## src/hpsr_pkg.sv

```systemverilog
package hpsr_pkg;

    // register byte addresses
    localparam logic [7:0] ADDR_SETUP_LO = 8'h00;
    localparam logic [7:0] ADDR_SETUP_HI = 8'h04;
    localparam logic [7:0] ADDR_RESULT = 8'h08;
    localparam logic [7:0] ADDR_REPLY = 8'h0c;
    localparam logic [7:0] ADDR_PINS = 8'h10;

    // reset values
    localparam logic [31:0] SETUP_RST = 32'h0000_0000;
    localparam logic [31:0] REPLY_RST = 32'h0000_0000;

    // result register field positions
    localparam int RES_DONE = 0;
    localparam int RES_ACK = 1;
    localparam int RES_STALL = 2;

    // status word field positions
    localparam int ST_CONN = 0;
    localparam int ST_EN = 1;
    localparam int ST_SUSP = 2;
    localparam int ST_OC = 3;
    localparam int ST_RST = 4;
    localparam int ST_PWR = 8;
    localparam int ST_LS = 9;
    localparam int CHG_BITS = 5;

    // setup packet codes
    localparam logic [7:0] RT_PORT_GET = 8'ha3;
    localparam logic [6:0] RT_HUB_SET = 7'h20;
    localparam logic [6:0] RT_PORT_SET = 7'h23;
    localparam logic [7:0] RQ_GET_STATUS = 8'h0b;
    localparam logic [7:0] RQ_CLR_FEATURE = 8'h01;
    localparam logic [7:0] RQ_SET_FEATURE = 8'h03;
    localparam logic [7:0] RQ_SET_DESC = 8'h07;
    localparam logic [15:0] LEN_STATUS = 16'h0004;
    localparam logic [15:0] LEN_NONE = 16'h0000;
    localparam logic [15:0] VAL_NONE = 16'h0000;
    localparam int NUM_PORTS = 4;

    // port feature selectors
    localparam logic [7:0] SEL_CONN = 8'h00;
    localparam logic [7:0] SEL_EN = 8'h01;
    localparam logic [7:0] SEL_SUSP = 8'h02;
    localparam logic [7:0] SEL_OC = 8'h03;
    localparam logic [7:0] SEL_RST = 8'h04;
    localparam logic [7:0] SEL_PWR = 8'h08;
    localparam logic [7:0] SEL_LS = 8'h09;
    localparam logic [7:0] SEL_C_BASE = 8'h10;
    localparam logic [7:0] SEL_C_LAST = 8'h14;

    // port reset signalling length
    localparam int CLK_PERIOD_NS = 100;
    localparam int PORT_RST_TIME_NS = 10_000_000;
    localparam int PORT_RST_CYC = (PORT_RST_TIME_NS + CLK_PERIOD_NS - 1) / CLK_PERIOD_NS;

endpackage : hpsr_pkg

```

## src/hpsr_port.sv

```systemverilog
`timescale 1ns/1ps
module hpsr_port #(
    parameter int RST_CYC = hpsr_pkg::PORT_RST_CYC
) (
    // clock and reset
    input wire logic pclk,
    input wire logic presetn,
    // filtered pin levels
    input wire logic conn,
    input wire logic lspd,
    input wire logic ovc,
    // accepted feature requests
    input wire logic set_stb,
    input wire logic clr_stb,
    input wire logic [7:0] sel,
    // state out
    output logic [15:0] status_word,
    output logic [15:0] change_word,
    output logic pwr,
    output logic rst_drv
);
    localparam int CW = $clog2(RST_CYC + 1);
    localparam int NC = hpsr_pkg::CHG_BITS;

    logic en_q, susp_q, oc_q, rst_q, pwr_q, conn_q, ovc_q;
    logic [CW-1:0] cnt_q;
    logic [NC-1:0] chg_q;

    wire set_en = set_stb && sel == hpsr_pkg::SEL_EN;
    wire set_susp = set_stb && sel == hpsr_pkg::SEL_SUSP;
    wire set_rst = set_stb && sel == hpsr_pkg::SEL_RST;
    wire set_pwr = set_stb && sel == hpsr_pkg::SEL_PWR;
    wire clr_en = clr_stb && sel == hpsr_pkg::SEL_EN;
    wire clr_susp = clr_stb && sel == hpsr_pkg::SEL_SUSP;
    wire clr_oc = clr_stb && sel == hpsr_pkg::SEL_OC;
    wire clr_pwr = clr_stb && sel == hpsr_pkg::SEL_PWR;
    wire oc_rise = ovc && !ovc_q;
    wire rst_done = rst_q && cnt_q == '0 && conn;
    wire resume_done = clr_susp && susp_q;
    wire live = conn && pwr_q && !oc_rise;
    // power goes off on the very edge that raises the over-current flag
    wire pwr_d = oc_rise ? 1'b0 : (set_pwr && !oc_q) ? 1'b1 : clr_pwr ? 1'b0 : pwr_q; // RULE_22 RULE_04
    wire en_d = !live ? 1'b0 : (rst_done || set_en) ? 1'b1 : clr_en ? 1'b0 : en_q; // RULE_17
    wire susp_d = (!live || !en_q) ? 1'b0 : set_susp ? 1'b1 : clr_susp ? 1'b0 : susp_q; // RULE_17
    wire oc_d = oc_rise ? 1'b1 : (clr_oc && !ovc) ? 1'b0 : oc_q;
    wire [NC-1:0] chg_ev = {rst_done, oc_d != oc_q, resume_done, en_d != en_q, conn != conn_q};

    always_ff @(posedge pclk or negedge presetn) begin
        if (!presetn) begin
            en_q <= 1'b0;
            susp_q <= 1'b0;
            oc_q <= 1'b0;
            pwr_q <= 1'b0;
            conn_q <= 1'b0;
            ovc_q <= 1'b0;
        end else begin
            en_q <= en_d;
            susp_q <= susp_d;
            oc_q <= oc_d;
            pwr_q <= pwr_d;
            conn_q <= conn;
            ovc_q <= ovc;
        end
    end

    // reset signalling: started by set-feature, ended by the counter or a disconnect
    always_ff @(posedge pclk or negedge presetn) begin
        if (!presetn) begin
            rst_q <= 1'b0;
            cnt_q <= '0;
        end else if (!rst_q && set_rst && live) begin
            rst_q <= 1'b1; // RULE_17
            cnt_q <= CW'(RST_CYC - 1);
        end else if (rst_q && (cnt_q == '0 || !conn)) begin
            rst_q <= 1'b0;
        end else if (rst_q) begin
            cnt_q <= cnt_q - 1'b1;
        end
    end

    // change bits are sticky; a new event beats a clear in the same cycle
    for (genvar i = 0; i < NC; i++) begin : g_chg
        wire clr_i = clr_stb && sel == hpsr_pkg::SEL_C_BASE + 8'(i);
        always_ff @(posedge pclk or negedge presetn) begin
            if (!presetn) begin
                chg_q[i] <= 1'b0;
            end else begin
                chg_q[i] <= chg_ev[i] | (chg_q[i] & ~clr_i); // RULE_08 RULE_09 RULE_10 RULE_21
            end
        end
    end

    assign status_word = {6'h00, lspd & conn, pwr_q, 3'h0, rst_q, oc_q, susp_q, en_q, conn}; // RULE_01 RULE_02 RULE_03 RULE_05 RULE_06 RULE_07
    assign change_word = {11'h000, chg_q}; // RULE_07
    assign pwr = pwr_q;
    assign rst_drv = rst_q;

endmodule : hpsr_port

```

## src/hpsr_sync.sv

```systemverilog
`timescale 1ns/1ps
module hpsr_sync #(
    parameter int W = 4
) (
    // clock and reset
    input wire logic pclk,
    input wire logic presetn,
    // pins and filtered levels
    input wire logic [W-1:0] pin,
    output logic [W-1:0] level
);
    logic [W-1:0] s1_q;
    logic [W-1:0] s2_q;
    logic [W-1:0] s3_q;
    logic [W-1:0] level_q;

    // a level moves only once the second and third stage agree
    wire [W-1:0] agree = ~(s2_q ^ s3_q);
    wire [W-1:0] level_d = (agree & s2_q) | (~agree & level_q);

    always_ff @(posedge pclk or negedge presetn) begin
        if (!presetn) begin
            s1_q <= '0;
            s2_q <= '0;
            s3_q <= '0;
            level_q <= '0;
        end else begin
            s1_q <= pin;
            s2_q <= s1_q;
            s3_q <= s2_q;
            level_q <= level_d;
        end
    end

    assign level = level_q;

endmodule : hpsr_sync

```

## src/hpsr_top.sv

```systemverilog
// Overview of operation
// RULE_01: status bit 0 is 1 while a device is attached to the port.
// RULE_02: status bit 1 shows port enabled; bit 2 shows port suspended.
// RULE_03: status bit 4 is 1 while the hub drives reset on the port.
// RULE_04: status bit 3 shows over-current; power is then removed from the port.
// RULE_05: status bit 8 is 1 while the port power switch is on.
// RULE_06: status bit 9 is 1 for an attached low-speed device, set by the device.
// RULE_07: reserved status bits 5-7, 10-15 and change bits 5-15 read zero.
// RULE_08: change bit 0 flags a connect status change since last acknowledgment.
// RULE_09: change bit 1 flags a change of the enabled state.
// RULE_10: change bits 2, 3, 4 flag resume done, over-current change, reset done.
// RULE_11: type a3, request 0b, value 0, port index, length 4 queries port status.
// RULE_12: type 20, request 07 (set hub descriptor) is answered with stall.
// RULE_13: type x0100000, request 03 (set hub feature) is answered with stall.
// RULE_14: type x0100011, request 03, selector, port, length 0 sets a port feature.
// RULE_15: set port feature takes enable, suspend, reset, power; others stall.
// RULE_16: selectors 00,01,02,03,04,08,09 and change selectors 10 to 14.
// RULE_17: an accepted set port feature updates that port's reported state. The code drops enable/reset unless live, suspend unless enabled, power if oc_q.
// RULE_18: status reply is two words, status word first then change word.
// RULE_19: port requests naming port 0 or above 4 are answered with stall.
// RULE_20: clear port feature takes enable, suspend, over-current, power; others stall. The code also takes change selectors 10 to 14.
// RULE_21: a change bit stays set until its change selector is cleared.
// RULE_22: over-current clears power and power output in the same cycle.
//
// The implementer's own choices: the register offsets and register access over APB.
`timescale 1ns/1ps
module hpsr_top #(
    parameter int NPORT = hpsr_pkg::NUM_PORTS,
    parameter int RST_CYC = hpsr_pkg::PORT_RST_CYC
) (
    // apb clock and reset
    input wire logic pclk,
    input wire logic presetn,
    // apb slave
    input wire logic psel,
    input wire logic penable,
    input wire logic pwrite,
    input wire logic [7:0] paddr,
    input wire logic [31:0] pwdata,
    output logic [31:0] prdata,
    output logic pready,
    output logic pslverr,
    // downstream port pins, asynchronous
    input wire logic [NPORT-1:0] conn_pin,
    input wire logic [NPORT-1:0] lspd_pin,
    input wire logic [NPORT-1:0] ovc_pin,
    // downstream port controls
    output logic [NPORT-1:0] port_pwr,
    output logic [NPORT-1:0] port_rst_drv
);

    typedef enum logic [1:0] {
        HPSR_IDLE,
        HPSR_EXEC,
        HPSR_DONE
    } hpsr_state_e;

    hpsr_state_e state_q;
    hpsr_state_e state_d;
    logic [31:0] setup_lo_q;
    logic [31:0] setup_hi_q;
    logic [31:0] reply_q;
    logic done_q;
    logic ack_q;
    logic stall_q;
    logic [31:0] prdata_q;
    logic pslverr_q;
    logic [NPORT-1:0] conn_lvl;
    logic [NPORT-1:0] lspd_lvl;
    logic [NPORT-1:0] ovc_lvl;
    logic [15:0] st_w [NPORT];
    logic [15:0] ch_w [NPORT];

    // apb decode
    wire acc = psel && penable;
    wire wr = acc && pwrite;
    wire rd = acc && !pwrite;
    wire hit_lo = paddr == hpsr_pkg::ADDR_SETUP_LO;
    wire hit_hi = paddr == hpsr_pkg::ADDR_SETUP_HI;
    wire hit_res = paddr == hpsr_pkg::ADDR_RESULT;
    wire hit_rep = paddr == hpsr_pkg::ADDR_REPLY;
    wire hit_pins = paddr == hpsr_pkg::ADDR_PINS;
    wire mapped = hit_lo || hit_hi || hit_res || hit_rep || hit_pins;
    // writing the upper setup half hands the packet to the decoder
    wire go = wr && hit_hi && state_q == HPSR_IDLE;
    // a write to the setup words while a packet is decoded is refused
    wire busy_wr = wr && (hit_lo || hit_hi) && state_q == HPSR_EXEC;

    // setup packet fields
    wire [7:0] rq_type = setup_lo_q[7:0];
    wire [7:0] rq_code = setup_lo_q[15:8];
    wire [15:0] rq_value = setup_lo_q[31:16];
    wire [15:0] rq_index = setup_hi_q[15:0];
    wire [15:0] rq_len = setup_hi_q[31:16];
    wire [7:0] sel = rq_value[7:0];

    // port number must be 1 to NPORT
    wire port_ok = rq_index != 16'h0000 && rq_index <= 16'(NPORT); // RULE_19
    wire [1:0] port_ix = 2'(rq_index - 16'h0001);

    // request classes
    wire is_get = rq_type == hpsr_pkg::RT_PORT_GET && rq_code == hpsr_pkg::RQ_GET_STATUS;
    wire get_ok = is_get && rq_value == hpsr_pkg::VAL_NONE
        && rq_len == hpsr_pkg::LEN_STATUS && port_ok; // RULE_11
    wire is_desc = rq_type[6:0] == hpsr_pkg::RT_HUB_SET
        && rq_code == hpsr_pkg::RQ_SET_DESC; // RULE_12
    wire is_hub_set = rq_type[6:0] == hpsr_pkg::RT_HUB_SET
        && rq_code == hpsr_pkg::RQ_SET_FEATURE; // RULE_13
    wire is_port_set = rq_type[6:0] == hpsr_pkg::RT_PORT_SET
        && rq_code == hpsr_pkg::RQ_SET_FEATURE;
    wire is_port_clr = rq_type[6:0] == hpsr_pkg::RT_PORT_SET
        && rq_code == hpsr_pkg::RQ_CLR_FEATURE;

    // selector acceptance tables
    wire sel_set_ok = sel == hpsr_pkg::SEL_EN || sel == hpsr_pkg::SEL_SUSP
        || sel == hpsr_pkg::SEL_RST || sel == hpsr_pkg::SEL_PWR; // RULE_15 RULE_16
    wire sel_chg = sel >= hpsr_pkg::SEL_C_BASE && sel <= hpsr_pkg::SEL_C_LAST;
    wire sel_clr_ok = sel == hpsr_pkg::SEL_EN || sel == hpsr_pkg::SEL_SUSP
        || sel == hpsr_pkg::SEL_OC || sel == hpsr_pkg::SEL_PWR || sel_chg; // RULE_20 RULE_16
    wire feat_fmt = rq_value[15:8] == 8'h00 && rq_len == hpsr_pkg::LEN_NONE && port_ok;
    wire set_ok = is_port_set && feat_fmt && sel_set_ok; // RULE_14 RULE_15
    wire clr_ok = is_port_clr && feat_fmt && sel_clr_ok; // RULE_20

    // anything not accepted, including descriptor and hub feature writes, stalls
    wire accept = get_ok || set_ok || clr_ok;
    wire exec = state_q == HPSR_EXEC;
    wire [NPORT-1:0] port_hit = exec ? NPORT'(1) << port_ix : '0;

    // request sequencer
    always_comb begin
        state_d = state_q;
        case (state_q)
            HPSR_IDLE: begin
                if (go) begin
                    state_d = HPSR_EXEC;
                end
            end
            HPSR_EXEC: begin
                state_d = HPSR_DONE;
            end
            HPSR_DONE: begin
                state_d = HPSR_IDLE;
            end
            default: begin
                state_d = HPSR_IDLE;
            end
        endcase
    end

    // pin filters
    hpsr_sync #(.W(3 * NPORT)) u_sync (
        .pclk(pclk),
        .presetn(presetn),
        .pin({ovc_pin, lspd_pin, conn_pin}),
        .level({ovc_lvl, lspd_lvl, conn_lvl})
    );

    // per-port status keepers
    for (genvar p = 0; p < NPORT; p++) begin : g_port
        hpsr_port #(.RST_CYC(RST_CYC)) u_port (
            .pclk(pclk),
            .presetn(presetn),
            .conn(conn_lvl[p]),
            .lspd(lspd_lvl[p]),
            .ovc(ovc_lvl[p]),
            .set_stb(port_hit[p] && set_ok),
            .clr_stb(port_hit[p] && clr_ok),
            .sel(sel),
            .status_word(st_w[p]),
            .change_word(ch_w[p]),
            .pwr(port_pwr[p]),
            .rst_drv(port_rst_drv[p])
        );
    end

    // status word in the low half goes out first, change word follows
    wire [31:0] reply_d = {ch_w[port_ix], st_w[port_ix]}; // RULE_18

    always_ff @(posedge pclk or negedge presetn) begin
        if (!presetn) begin
            state_q <= HPSR_IDLE;
        end else begin
            state_q <= state_d;
        end
    end

    always_ff @(posedge pclk or negedge presetn) begin
        if (!presetn) begin
            setup_lo_q <= hpsr_pkg::SETUP_RST;
            setup_hi_q <= hpsr_pkg::SETUP_RST;
        end else if (wr && !busy_wr) begin
            if (hit_lo) begin
                setup_lo_q <= pwdata;
            end
            if (hit_hi && state_q == HPSR_IDLE) begin
                setup_hi_q <= pwdata;
            end
        end
    end

    // result: done clears when a new packet is taken
    always_ff @(posedge pclk or negedge presetn) begin
        if (!presetn) begin
            done_q <= 1'b0;
            ack_q <= 1'b0;
            stall_q <= 1'b0;
            reply_q <= hpsr_pkg::REPLY_RST;
        end else if (go) begin
            done_q <= 1'b0;
            ack_q <= 1'b0;
            stall_q <= 1'b0;
        end else if (exec) begin
            done_q <= 1'b1;
            ack_q <= accept;
            stall_q <= !accept; // RULE_12 RULE_13 RULE_15 RULE_19 RULE_20
            if (get_ok) begin
                reply_q <= reply_d; // RULE_11 RULE_18
            end
        end
    end

    // read mux
    wire [31:0] res_word = {29'h0000_0000, stall_q, ack_q, done_q};
    wire [31:0] pins_word = 32'({ovc_lvl, lspd_lvl, conn_lvl});
    wire [31:0] rd_mux = hit_lo ? setup_lo_q : hit_hi ? setup_hi_q : hit_res ? res_word
        : hit_rep ? reply_q : hit_pins ? pins_word : 32'h0000_0000;

    always_ff @(posedge pclk or negedge presetn) begin
        if (!presetn) begin
            prdata_q <= 32'h0000_0000;
            pslverr_q <= 1'b0;
        end else begin
            prdata_q <= (psel && !penable && !pwrite) ? rd_mux : prdata_q;
            pslverr_q <= psel && !penable && (!mapped || (pwrite
                && (hit_res || hit_rep || hit_pins)));
        end
    end

    // zero wait: data is captured in the setup cycle, so access ends at once
    assign pready = 1'b1;
    assign prdata = rd ? prdata_q : 32'h0000_0000;
    assign pslverr = acc && pslverr_q;

    // checks
    a_stall_on_desc: assert property (@(posedge pclk) disable iff (!presetn) // RULE_12
        exec && is_desc |=> done_q && stall_q && !ack_q)
        else $error("set hub descriptor not stalled");

    a_stall_hub_set: assert property (@(posedge pclk) disable iff (!presetn) // RULE_13
        exec && is_hub_set |=> stall_q)
        else $error("set hub feature not stalled");

    a_bad_port_stall: assert property (@(posedge pclk) disable iff (!presetn) // RULE_19
        exec && !port_ok && (is_get || is_port_set || is_port_clr) |=> stall_q)
        else $error("bad port number not stalled");

    a_get_reply_order: assert property (@(posedge pclk) disable iff (!presetn) // RULE_18
        exec && get_ok |=> ack_q && reply_q[15:0] == $past(st_w[port_ix])
            && reply_q[31:16] == $past(ch_w[port_ix]))
        else $error("status reply order wrong");

    a_set_low_speed: assert property (@(posedge pclk) disable iff (!presetn) // RULE_15
        exec && is_port_set && sel == hpsr_pkg::SEL_LS |=> stall_q)
        else $error("low speed set not stalled");

    a_clr_reset_sel: assert property (@(posedge pclk) disable iff (!presetn) // RULE_20
        exec && is_port_clr && (sel == hpsr_pkg::SEL_RST || sel == hpsr_pkg::SEL_CONN)
            |=> stall_q)
        else $error("clear reset or connection not stalled");

    a_set_power_on: assert property (@(posedge pclk) disable iff (!presetn) // RULE_17
        exec && set_ok && sel == hpsr_pkg::SEL_PWR && !st_w[port_ix][hpsr_pkg::ST_OC]
            && !ovc_lvl[port_ix] |=> port_pwr[$past(port_ix)])
        else $error("accepted power set did not switch power");

    a_reserved_zero: assert property (@(posedge pclk) disable iff (!presetn) // RULE_07
        reply_q[7:5] == 3'h0 && reply_q[15:10] == 6'h00 && reply_q[31:21] == 11'h000)
        else $error("reserved reply bits not zero");

    a_oc_cuts_power: assert property (@(posedge pclk) disable iff (!presetn) // RULE_22
        $rose(st_w[0][hpsr_pkg::ST_OC]) |-> !port_pwr[0] && !st_w[0][hpsr_pkg::ST_PWR])
        else $error("over-current left power on");

    a_oc_power_off: assert property (@(posedge pclk) disable iff (!presetn) // RULE_04
        st_w[0][hpsr_pkg::ST_OC] && ovc_lvl[0] |-> !port_pwr[0])
        else $error("power on during over-current");

    a_conn_bit: assert property (@(posedge pclk) disable iff (!presetn) // RULE_01
        st_w[0][hpsr_pkg::ST_CONN] == conn_lvl[0])
        else $error("connect bit does not follow device");

    a_conn_change: assert property (@(posedge pclk) disable iff (!presetn) // RULE_08
        $changed(conn_lvl[0]) |=> ch_w[0][0] [*2])
        else $error("connect change not flagged");

    a_reset_length: assert property (@(posedge pclk) disable iff (!presetn) // RULE_03
        $rose(port_rst_drv[0]) |-> port_rst_drv[0] until !conn_lvl[0]
            || ch_w[0][4])
        else $error("reset signalling ended early");

    a_low_speed_bit: assert property (@(posedge pclk) disable iff (!presetn) // RULE_06
        st_w[0][hpsr_pkg::ST_LS] == (lspd_lvl[0] && conn_lvl[0]))
        else $error("low speed bit wrong");

    a_set_enable_on: assert property (@(posedge pclk) disable iff (!presetn) // RULE_17
        exec && set_ok && sel == hpsr_pkg::SEL_EN
            && st_w[port_ix][hpsr_pkg::ST_PWR] && st_w[port_ix][hpsr_pkg::ST_CONN]
            && !ovc_lvl[port_ix] |=> st_w[$past(port_ix)][hpsr_pkg::ST_EN])
        else $error("accepted enable set ignored");

    a_clr_power_off: assert property (@(posedge pclk) disable iff (!presetn) // RULE_20
        exec && clr_ok && sel == hpsr_pkg::SEL_PWR
            |=> !port_pwr[$past(port_ix)])
        else $error("power clear ignored");

    a_change_clear: assert property (@(posedge pclk) disable iff (!presetn) // RULE_21
        exec && clr_ok && sel == hpsr_pkg::SEL_C_BASE && port_ix == 2'd0
            && !$changed(conn_lvl[0]) |=> !ch_w[0][0])
        else $error("connect change not cleared");

    a_accept_no_stall: assert property (@(posedge pclk) disable iff (!presetn) // RULE_14
        exec && set_ok |=> done_q && ack_q && !stall_q)
        else $error("accepted port set stalled");

    a_reset_done_flag: assert property (@(posedge pclk) disable iff (!presetn) // RULE_10
        $fell(port_rst_drv[0]) && conn_lvl[0] |-> ch_w[0][4])
        else $error("reset completion not flagged");

    a_clr_oc_done: assert property (@(posedge pclk) disable iff (!presetn) // RULE_20
        exec && clr_ok && sel == hpsr_pkg::SEL_OC && !ovc_lvl[port_ix]
            |=> !st_w[$past(port_ix)][hpsr_pkg::ST_OC])
        else $error("over-current clear ignored");

    a_get_len_stall: assert property (@(posedge pclk) disable iff (!presetn) // RULE_11
        exec && is_get && rq_len != hpsr_pkg::LEN_STATUS |=> stall_q && !ack_q)
        else $error("bad status length accepted");

    c_get_status: cover property (@(posedge pclk) disable iff (!presetn)
        exec && get_ok);
    c_set_reset: cover property (@(posedge pclk) disable iff (!presetn)
        exec && set_ok && sel == hpsr_pkg::SEL_RST);
    c_clr_change: cover property (@(posedge pclk) disable iff (!presetn)
        exec && clr_ok && sel_chg);
    c_over_current: cover property (@(posedge pclk) disable iff (!presetn)
        $rose(st_w[0][hpsr_pkg::ST_OC]));
    c_clr_power: cover property (@(posedge pclk) disable iff (!presetn)
        exec && clr_ok && sel == hpsr_pkg::SEL_PWR);

endmodule : hpsr_top

```

## config.mk

```make
export PLATFORM = sky130hd
export DESIGN_NAME = hpsr_top
export DESIGN_NICKNAME = d
export VERILOG_FILES = /design/src/hpsr_pkg.sv /design/src/hpsr_port.sv /design/src/hpsr_sync.sv /design/src/hpsr_top.sv
export SDC_FILE = /design/constraint.sdc
export NUM_CORES = 1
export LEC_CHECK = 0
export BUFFER_PORTS_ARGS = -buffer_cell sky130_fd_sc_hd__buf_2
export CAP_MARGIN = 5
export CORE_MARGIN = 8
export CORE_UTILIZATION = 34
export DETAILED_ROUTE_END_ITERATION = 16
export HOLD_SLACK_MARGIN = 0.02
export PLACE_DENSITY = 0.6
export SKIP_CTS_REPAIR_TIMING = 1
export SKIP_LAST_GASP = 1
export SLEW_MARGIN = 0
export SYNTH_ARGS = -nofsm -noshare
export SYNTH_HDL_FRONTEND = slang
export SYNTH_SLANG_ARGS = --single-unit
export TNS_END_PERCENT = 20
```

## constraint.sdc

```tcl
create_clock -name pclk -period 3.7 [get_ports pclk]
set_input_delay 0.37 -clock pclk [delete_from_list [all_inputs] [get_ports pclk]]
set_output_delay 0.37 -clock pclk [all_outputs]
set_load 0.02 [all_outputs]
```

# After elaboration in Yosys (flattened, before gate mapping)
# Cells that the tools add are included.
[op_classes] n_shift=1 n_eq_ne=38 n_mux=85 magnitude_cmp=4 bitwise=72 reduce_logical=230 addsub=5
[ops] cell="17-bit two-way mux" n=12
[ops] cell="32-bit two-way mux" n=5
[ops] cell="1-bit logical AND" n=132
[ops] cell="17-bit zero test" n=4
[ops] cell="17-bit by 1-bit subtractor with 17-bit output, second input constant" n=4
[ops] cell="16-bit binary-select mux with 2-bit select" n=2
[ops] cell="16-bit two-way mux" n=4
[ops] cell="1-bit two-way mux" n=58
[ops] cell="8-bit by 5-bit equality test with 1-bit output, second input constant" n=6
[ops] cell="1-bit zero test" n=37
[ops] cell="8-bit by 4-bit equality test with 1-bit output, second input constant" n=4
[ops] cell="16-bit zero test" n=2
[ops] cell="1-bit logical OR" n=27
[ops] cell="1-bit bitwise AND" n=24
[ops] cell="12-bit bitwise AND" n=2
[ops] cell="8-bit by 2-bit equality test with 1-bit output, second input constant" n=3
[ops] cell="12-bit inverter" n=2
[ops] cell="3-bit nonzero test" n=8
[ops] cell="1-bit inverter" n=21
[ops] cell="1-bit OR" n=20
[ops] cell="2-bit nonzero test" n=9
[ops] cell="16-bit by 3-bit equality test with 1-bit output, second input constant" n=1
[ops] cell="8-bit by 1-bit equality test with 1-bit output, second input constant" n=2
[ops] cell="8-bit by 3-bit equality test with 1-bit output, second input constant" n=2
[ops] cell="other kinds (24)" n=44
[totals] regBits=298 out_inout_bits=42 wordCells=500

# Longest topological paths before layout
# Gate-level depths: netlist (run 1).
[logic_depth] ltp_word=13 ltp_mapped=11

# Cells and area by module
# Synthesis (run 1) repeated with hierarchy kept, for this count alone.
[hier_totals] cells_unflattened=1441 area_unflattened_um2=16196.8
[by_module_without_submodules] mod="hpsr_top" instances=1 area_each_um2=7292.0 cells_each=603
[by_module_without_submodules] mod="hpsr_port (g_port[1].u_port ...)" instances=3 area_each_um2=1955.6 cells_each=198
[by_module_without_submodules] mod="hpsr_port (g_port[0].u_port)" instances=1 area_each_um2=1701.6 cells_each=184
[by_module_without_submodules] mod="hpsr_sync" instances=1 area_each_um2=1336.3 cells_each=60

# Worst setup path after synthesis (run 1)
# OpenSTA, ideal clock, no wires.
[synth_timing] path_type="reg-to-reg" start="register setup_hi_q[0]" end="register g_port[1].u_port.chg_q[3]" required_ns=3.576 setup_time_ns=0.124 stages_incl_launch_ff=11 period_less_slack_ns=3.190 path_slack_ns=0.510 path_buffers=3 arrival_time_ns=3.066 cell_sequence="dfrtp_1 > clkbuf_1 > buf_1 > inv_1 > ha_1 > xnor2_1 > nor4b_1 > nand4_1 > clkbuf_1 > o21a_1 > a211o_1"
[synth_between] elab_chain_cells=12 elab_cells_between_ends=19 classes_between="1 x add/sub; 1 x order compare; 1 x eq/ne; 1 x shift; 3 x mux; 3 x bitwise; 9 x reduce/logical"
[synth_rtl] item="from (decl)" line_no="hpsr_top.sv:61" rtl="logic [31:0] setup_hi_q;"
[synth_rtl] item="from (signal assigned)" line_no="hpsr_top.sv:190" rtl="setup_hi_q <= hpsr_pkg::SETUP_RST;"
[synth_rtl] item="from (signal assigned)" line_no="hpsr_top.sv:196" rtl="setup_hi_q <= pwdata;"
[synth_rtl] item="16-bit by 3-bit <= comparator with 1-bit output / 16-bit nonzero test (equally long branches)" line_no="hpsr_top.sv:98" rtl="wire port_ok = rq_index != 16'h0000 && rq_index <= 16'(NPORT);"
[synth_rtl] item="1-bit logical AND" line_no="hpsr_top.sv:98"
[synth_rtl] item="1-bit logical AND" line_no="hpsr_top.sv:120" rtl="wire feat_fmt = rq_value[15:8] == 8'h00 && rq_len == hpsr_pkg::LEN_NONE && port_ok;"
[synth_rtl] item="1-bit logical AND (2 in a row)" line_no="hpsr_top.sv:122" rtl="wire clr_ok = is_port_clr && feat_fmt && sel_clr_ok;"
[synth_rtl] item="1-bit logical AND *" line_no="hpsr_top.sv:167" rtl=".clr_stb(port_hit[p] && clr_ok),"
[synth_rtl] item="1-bit logical AND" line_no="hpsr_port.sv:35" rtl="wire clr_oc = clr_stb && sel == hpsr_pkg::SEL_OC;"
[synth_rtl] item="1-bit logical AND" line_no="hpsr_port.sv:45" rtl="wire oc_d = oc_rise ? 1'b1 : (clr_oc && !ovc) ? 1'b0 : oc_q;"
[synth_rtl] item="1-bit two-way mux (2 in a row)" line_no="hpsr_port.sv:45"
[synth_rtl] item="1-bit inequality test" line_no="hpsr_port.sv:46" rtl="wire [NC-1:0] chg_ev = {rst_done, oc_d != oc_q, resume_done, en_d != en_q, conn != conn_q};"
[synth_rtl] item="1-bit OR *" line_no="hpsr_port.sv:88" rtl="chg_q[i] <= chg_ev[i] | (chg_q[i] & ~clr_i);"
[synth_rtl] item="to (signal, indexed assignment)" line_no="hpsr_port.sv:88"
[synth_rtl] item="to (decl)" line_no="hpsr_port.sv:27" rtl="logic [NC-1:0] chg_q;"
# Every way passes the cells marked *; elsewhere a longest branch is shown, timed or not.
# A chain may end at the register's enable or synchronous reset.

# Worst setup path in the final report (run 1)
[layout_timing] start="register setup_hi_q[5]" end="register g_port[2].u_port.chg_q[1]"
[layout_between] elab_chain_cells=12 elab_cells_between_ends=21 classes_between="1 x order compare; 1 x eq/ne; 3 x mux; 3 x bitwise; 13 x reduce/logical"
[layout_rtl] item="16-bit by 3-bit <= comparator with 1-bit output / 16-bit nonzero test (equally long branches)" line_no="hpsr_top.sv:98"
[layout_rtl] item="1-bit logical AND *" line_no="hpsr_top.sv:98"
[layout_rtl] item="1-bit logical AND *" line_no="hpsr_top.sv:120"
[layout_rtl] item="1-bit logical AND, on equally long branches (2 in a row)" line_no="hpsr_top.sv:122, hpsr_top.sv:121"
[layout_rtl] item="1-bit logical AND, on equally long branches" line_no="hpsr_top.sv:167, hpsr_top.sv:166"
[layout_rtl] item="1-bit logical AND, on equally long branches" line_no="hpsr_port.sv:33, hpsr_port.sv:29"
[layout_rtl] item="1-bit two-way mux / 1-bit logical OR (equally long branches)" line_no="hpsr_port.sv:43" rtl="wire en_d = !live ? 1'b0 : (rst_done || set_en) ? 1'b1 : clr_en ? 1'b0 : en_q;"
[layout_rtl] item="1-bit two-way mux (2 in a row)" line_no="hpsr_port.sv:43"
[layout_rtl] item="1-bit inequality test" line_no="hpsr_port.sv:46"
[layout_rtl] item="1-bit OR *" line_no="hpsr_port.sv:88"
[layout_rtl] item="to (signal, indexed assignment)" line_no="hpsr_port.sv:88"
[layout_rtl] item="to (decl)" line_no="hpsr_port.sv:27"
# Marks and branches as above.

==> results of run 1 <==
power by group through the flow:
stage / Sequential (mW) / Clock (mW) / Combinational, mW
after CTS: 3.18 / 3.24 / 0.286
after global placement: 3.23 / 0 / 0.283
after floorplan: 3.19 / 0 / 0.146
after global routing: 3.19 / 3.36 / 0.325
final: 3.18 / 3.15 / 0.291
after detailed placement: 3.24 / 0 / 0.286
state kept, by name (all words and copies together), names as in the netlist, 12 cells and up, named ones only:
| name | count |
|---|---|
| setup_lo_q | 32 |
| g_port.u_port.change_word | 20 |
| setup_hi_q | 32 |
| u_sync.s2_q | 12 |
| g_port.u_port.cnt_q | 68 |
| prdata_q | 32 |
| reply_q | 12 |
| u_sync.s1_q | 12 |
| u_sync.s3_q | 12 |
per-layer routing:
metal | vias up | global-route usage | part of all wire
met1 | 4527 | 0.197 | 0.46
met2 | 262 | 0.223 | 0.45
met5 | - | 0 | 0
met3 | 56 | 0.0267 | 0.064
li1 | 4344 | - | -
met4 | 0 | 0.0456 | 0.030
per-stage QoR:
stage | utilization | hold WS, ns
3_3_place_gp | 0.372 | 0.333
5_1_grt | 0.403 | 0.0364
6_report | 0.403 | 0.0436
4_1_cts | 0.400 | -0.106
2_1_floorplan | - | 0.0744
3_5_place_dp | 0.372 | 0.336
area by class of cell:
class,instances,share of cell area
clock buffer,44,0.0591
timing repair buffer,129,0.0524
clock inverter,10,0.0104
multi-input combinational,790,0.370
tap,511,0.0422
inverter,26,0.00644
sequential,278,0.459
worst reg2reg max path: stages, from the launching register on:
cell and delay [ns]:
dfrtp_1 0.39, nor4_1 0.41, nand4_1 0.44, nor4_1 0.54, nand3_1 0.44, o21a_1 0.31
a311o_1 0.31
worst paths after layout:
check	slack, ns	end	cells past startpoint	startpoint
setup / recovery	0.73	g_port[2].u_port.change_word[1]$_DFF_PN0_	6	setup_hi_q[5]$_DFFE_PN0P_
hold / removal	0.04	pslverr_q$_DFF_PN0_	2	penable
setup reg to reg	0.73	g_port[2].u_port.change_word[1]$_DFF_PN0_	6	setup_hi_q[5]$_DFFE_PN0P_
hold reg to reg	0.34	u_sync.s2_q[0]$_DFF_PN0_	0	u_sync.s1_q[0]$_DFF_PN0_
max in group asynchronous	2.33	g_port[0].u_port.rst_drv$_DFFE_PN0P_	3	presetn
min in group asynchronous	0.48	prdata_q[6]$_DFFE_PN0P_	2	presetn
placed cells by master (no fill, tap or decap), types with 5 or more instances in the layout:
cell	n
dfrtp_1	278
nand2_1	117
buf_2	96
mux2_2	72
nor2_1	63
o21ai_0	63
xnor2_1	43
and2_1	36
nand3_1	31
clkbuf_16	31
nor4_1	30
nor3_1	28
o31ai_1	27
inv_1	26
mux2i_1	23
xor2_1	18
or3_1	17
buf_4	17
nor2b_1	15
nand4_1	15
dlygate4sd3_1	13
maj3_1	12
mux4_2	11
a21oi_1	10
nand2b_1	9
a22o_1	9
nor4b_1	8
a211oi_1	8
ha_1	8
nor4_2	7
or4_1	7
clkbuf_8	7
or2_2	6
nand3b_1	6
o211ai_1	6
clkbuf_1	6
a31oi_1	5
a22oi_1	5
mux2_1	5
kinds of logic (layout without fill, tap and decap cells):
kind of cell | after synthesis | after routing | synth area share
compound gates | 166 | 166 | 0.0864
xor+xnor | 61 | 61 | 0.0413
fa+ha+maj | 20 | 20 | 0.0170
buf+inv | 85 | 209 | 0.0297
flops | 278 | 278 | 0.538
mux | 111 | 111 | 0.104
other cells | 1 | 1 | 0.000290
simple gates | 431 | 431 | 0.183
==> qor.csv, run 1 <==
metric;value;unit
Post-Syn Instances;1153;
count leader, synth;dfrtp_1;
Mapped Area;0.0129;mm²
Ant. Diodes;0;
Sw Pwr;1.46;mW
crit path time final;2.97;ns
Syn Nets;1218;
Sink Count;278;
share of cells above drive strength 1;0.218;
PnR Total Power;6.62;mW
Placed Instances;1721;
Worst Path Buf+Inv;0;
CP required;4.12;ns
Layout Cells excl Fill;1788;
Site Rows;71;
DRT iter0 DRCs;697;
Worst IR Drop VDD;0.234;mV
Data arrival, critical path;3.39;ns
core area;0.0376;mm²
DR WL/cell;18.0;µm
Leakage;7.10;nW
area occupied by multi-input gates;0.00561;mm²
Crit. End Element;register;
port buffer count;97;
largest net degree at the start of global routing;105;
Nets;1320;
Internal;5.16;mW
Ports;99;
initial antenna violation count;0;
CP max-delay cell;nor4_1;
CP Cell Sequence;nor4_1 > nand4_1 > nor4_1 > nand3_1 > o21a_1 > a311o_1;
flops & latches, synth;278;
max_cap viols;0;
hold crit path type;input pin to register;
fmax;337;MHz
Reg clk slew, reported paths;0.06;ns
total gr overflow;0;
worst-skew pair later-pin latency;0.55;ns
setup ws final;0.729;ns
hpwl dp;23.0;mm
Synth cell types;78;
Top delay family on crit path;simple AND/OR/NAND/NOR gates;
dpl cell area;0.0140;mm²
leading cell types by count after synthesis;278 x dfrtp_1, 117 x nand2_1, 72 x mux2_2, 63 x nor2_1, 63 x o21ai_0;
Final Hold Violating Endpoints;0;
EDFF count, synth;0;
Post-Layout Inst Area;0.0151;mm²
vias per cell;5.14;
most frequent CP cell;nor4_1;
gpl congestion;0.890;
drc violations;0;
vias in the first global route;9023;
Comb pwr share;0.044;
TritonCTS Buffers;30;
Fillers;3564;
Clock Tree Root;clkbuf_16;
clock network power share;0.476;
Crit Path Category;register to register;
Worst Tran Pin Value;1.13;ns
Post-DRT Antenna Nets;0;
outcome;finished clean;
routed via count;9189;
CP startpoint kind;register;
Top FF cell, synth;dfrtp_1;
Initial Util;0.344;
Total Neg Setup Slack;0;ns
Worst Path Max Fanout;11;
relative slew slack;0.247;
Synth top area share;0.538;
Total GRT Usage;0.142;
register share of total power;0.480;
Final Cycle Share;0.803;
fin. max-slew vios;0;
first-pass GRT wire length;51.6;mm
CTS max path bufs;3;
PwrDens;437;mW/mm²
Worst path max stage delay;0.54;ns
Pre-Repair DR Iteration Count;6;
H-tree depth;1;
TritonCTS clock tree;built;
final setup fails;0;
routed wire length;32.1;mm
sequential cell area;0.00696;mm²
pre-CTS WS;0.762;ns
die height;211;µm
Synth area leader;dfrtp_1;
Layout area overhead;17.1;%
Async S/R FF share, synth;1.00;
unrepaired setup endpoints after global routing;no;
Die Wd;211;µm
sw frac;0.220;
Die Footprint;0.0445;mm²
top cells by area, synth;dfrtp_1 54%, mux2_2 6.3%, nand2_1 3.4%, xnor2_1 2.9%, o21ai_0 2.4%;
syn avg cell area;11.2;µm²
sequential element share of the synthesized area;0.538;
clk_skew;0.0203;ns
Ys Warns;0;
Power figures use the tool's default switching activity.
==> inputs of run 2 (changes only) <==
clock period = 2.95 ns   (was 3.7 ns; I/O delays follow)
==> run 2 against run 1 <==
Net effect:
- critical path depth stayed put
- highest routed layer unchanged
- final cell count increased by 3.4%
- global-route usage increased by 0.21 points
- wire length is 2.6% higher
- register-to-register slack lost 0.49 ns
- fmax increased by 9.7%
- via count up 2.5%
- largest cell class unchanged
==> qor.csv, run 2 (synthesis gave the netlist of run 1 again) <==
metric;value;unit
outcome;finished clean;
relative slew slack;0.525;
routed via count;9422;
Worst Path Buf+Inv;0;
CP Cell Sequence;nor4_1 > nand4_2 > nor4b_4 > nand4_2 > or4_1 > o211ai_1;
Post-DRT Antenna Nets;0;
CTS max path bufs;3;
Final Cycle Share;0.918;
PwrDens;528;mW/mm²
TritonCTS Buffers;31;
DR WL/cell;17.8;µm
CP startpoint kind;register;
Layout area overhead;21.1;%
max_cap viols;0;
hpwl dp;23.5;mm
Total GRT Usage;0.144;
Leakage;7.37;nW
vias in the first global route;9353;
Reg clk slew, reported paths;0.06;ns
Initial Util;0.344;
Clock Tree Root;clkbuf_16;
worst-skew pair later-pin latency;0.55;ns
Total Neg Setup Slack;0;ns
CP required;3.42;ns
Nets;1379;
die height;211;µm
Final Hold Violating Endpoints;0;
unrepaired setup endpoints after global routing;no;
Internal;6.42;mW
Worst Tran Pin Value;0.712;ns
drc violations;0;
TritonCTS clock tree;built;
dpl cell area;0.0142;mm²
clk_skew;0.00877;ns
flop-to-flop setup slack;0.24;ns
Register-to-Register Path Depth;6;
Sink Count;278;
Ant. Diodes;0;
CP max-delay cell;or4_1;
final setup fails;0;
gpl congestion;0.873;
Ports;99;
register share of total power;0.482;
hold crit path type;input pin to register;
Placed Instances;1749;
core area;0.0376;mm²
hold path depth;3;
pre-CTS WS;0.207;ns
Biggest register;g_port.u_port.cnt_q;
fmax;369;MHz
Data arrival, critical path;3.18;ns
Die Footprint;0.0445;mm²
Worst IR Drop VDD;0.466;mV
routed wire length;32.9;mm
vias per cell;5.10;
most frequent CP cell;nand4_2;
initial antenna violation count;0;
Worst path max stage delay;0.71;ns
r2r startpoint;setup_lo_q[24]$_DFFE_PN0P_;
share of cells above drive strength 1;0.230;
most frequent cells in the layout;278 x dfrtp_1, 117 x nand2_1, 96 x buf_2, 72 x mux2_2;
first-pass GRT wire length;52.5;mm
clock network power share;0.468;
Sw Pwr;1.85;mW
largest net degree at the start of global routing;83;
crit path time final;2.71;ns
Worst Path Max Fanout;11;
Post-Layout Inst Area;0.0157;mm²
Crit Path Category;register to register;
commonest non-fill, non-tap cell in the layout;dfrtp_1;
fin. max-slew vios;0;
Worst Hold End;setup_hi_q[1]$_DFFE_PN0P_;
max reg flops;68;
crit path launch;setup_lo_q[24]$_DFFE_PN0P_;
sw frac;0.223;
Die Wd;211;µm
Fin Hold WS;0.00930;ns
H-tree depth;1;
Comb pwr share;0.050;
port buffer count;97;
DRT iter0 DRCs;604;
hold path start;pwdata[1];
worst r2r dst;g_port[1].u_port.cnt_q[1]$_DFFE_PN0P_;
total gr overflow;0;
Site Rows;71;
Top delay family on crit path;simple AND/OR/NAND/NOR gates;
Pre-Repair DR Iteration Count;5;
setup ws final;0.243;ns
Layout Cells excl Fill;1848;
Crit. End Element;register;
==> run 2: cell type report <==
cell class                      count  area [µm²]
Inverter                           26        97.6
Tap cell                          511         639
Fill cell                        3587       21900
Timing Repair Buffer              187        1330
Clock buffer                       48         940
Clock inverter                      8        96.3
Sequential cell                   278        6960
Multi-Input combinational cell    790        5610
==> run 2: worst max path at each step <==
stage | endpoint | slack [ns] | cells after the start
final | g_port[1].u_port.cnt_q[1]$_DFFE_PN0P_ | 0.24 | 6
after global routing | g_port[1].u_port.cnt_q[1]$_DFFE_PN0P_ | 0.16 | 6
after CTS | g_port[1].u_port.cnt_q[1]$_DFFE_PN0P_ | 0.21 | 6
after detailed placement | g_port[1].u_port.cnt_q[1]$_DFFE_PN0P_ | 0.21 | 6
after global placement | g_port[1].u_port.cnt_q[1]$_DFFE_PN0P_ | 0.31 | 7
after floorplan | g_port[1].u_port.change_word[3]$_DFF_PN0_ | 0.12 | 10
==> run 2: power by group through the flow <==
stage | Clock, mW | Sequential, mW | Combinational, mW
floorplan | 0 | 4.01 | 0.183
global placement | 0 | 4.05 | 0.366
detailed placement | 0 | 4.06 | 0.372
CTS | 3.96 | 3.99 | 0.372
global route | 4.14 | 4.00 | 0.454
finish | 3.87 | 3.99 | 0.410
==> run 2: routing by layer <==
metal,share of wire,wire [µm],GRT usage,up-vias
li1,-,-,-,4480
met1,0.46,15000,0.195,4609
met4,0.025,838,0.0427,0
met5,0,0,0,-
met2,0.46,15100,0.232,270
met3,0.062,2030,0.0291,63
==> run 2: worst register-to-register path, delay by kind of cell, from the launching register on <==
family / cells / cell delay, ns
compound gates: 1 / 0.16
flops: 1 / 0.39
simple gates: 5 / 2.06
==> run 2: through the flow <==
stage	util	total power [mW]
after global routing	0.417	8.59
after floorplan	-	4.19
after CTS	0.405	8.32
after detailed placement	0.378	4.43
after global placement	0.378	4.42
final	0.417	8.26
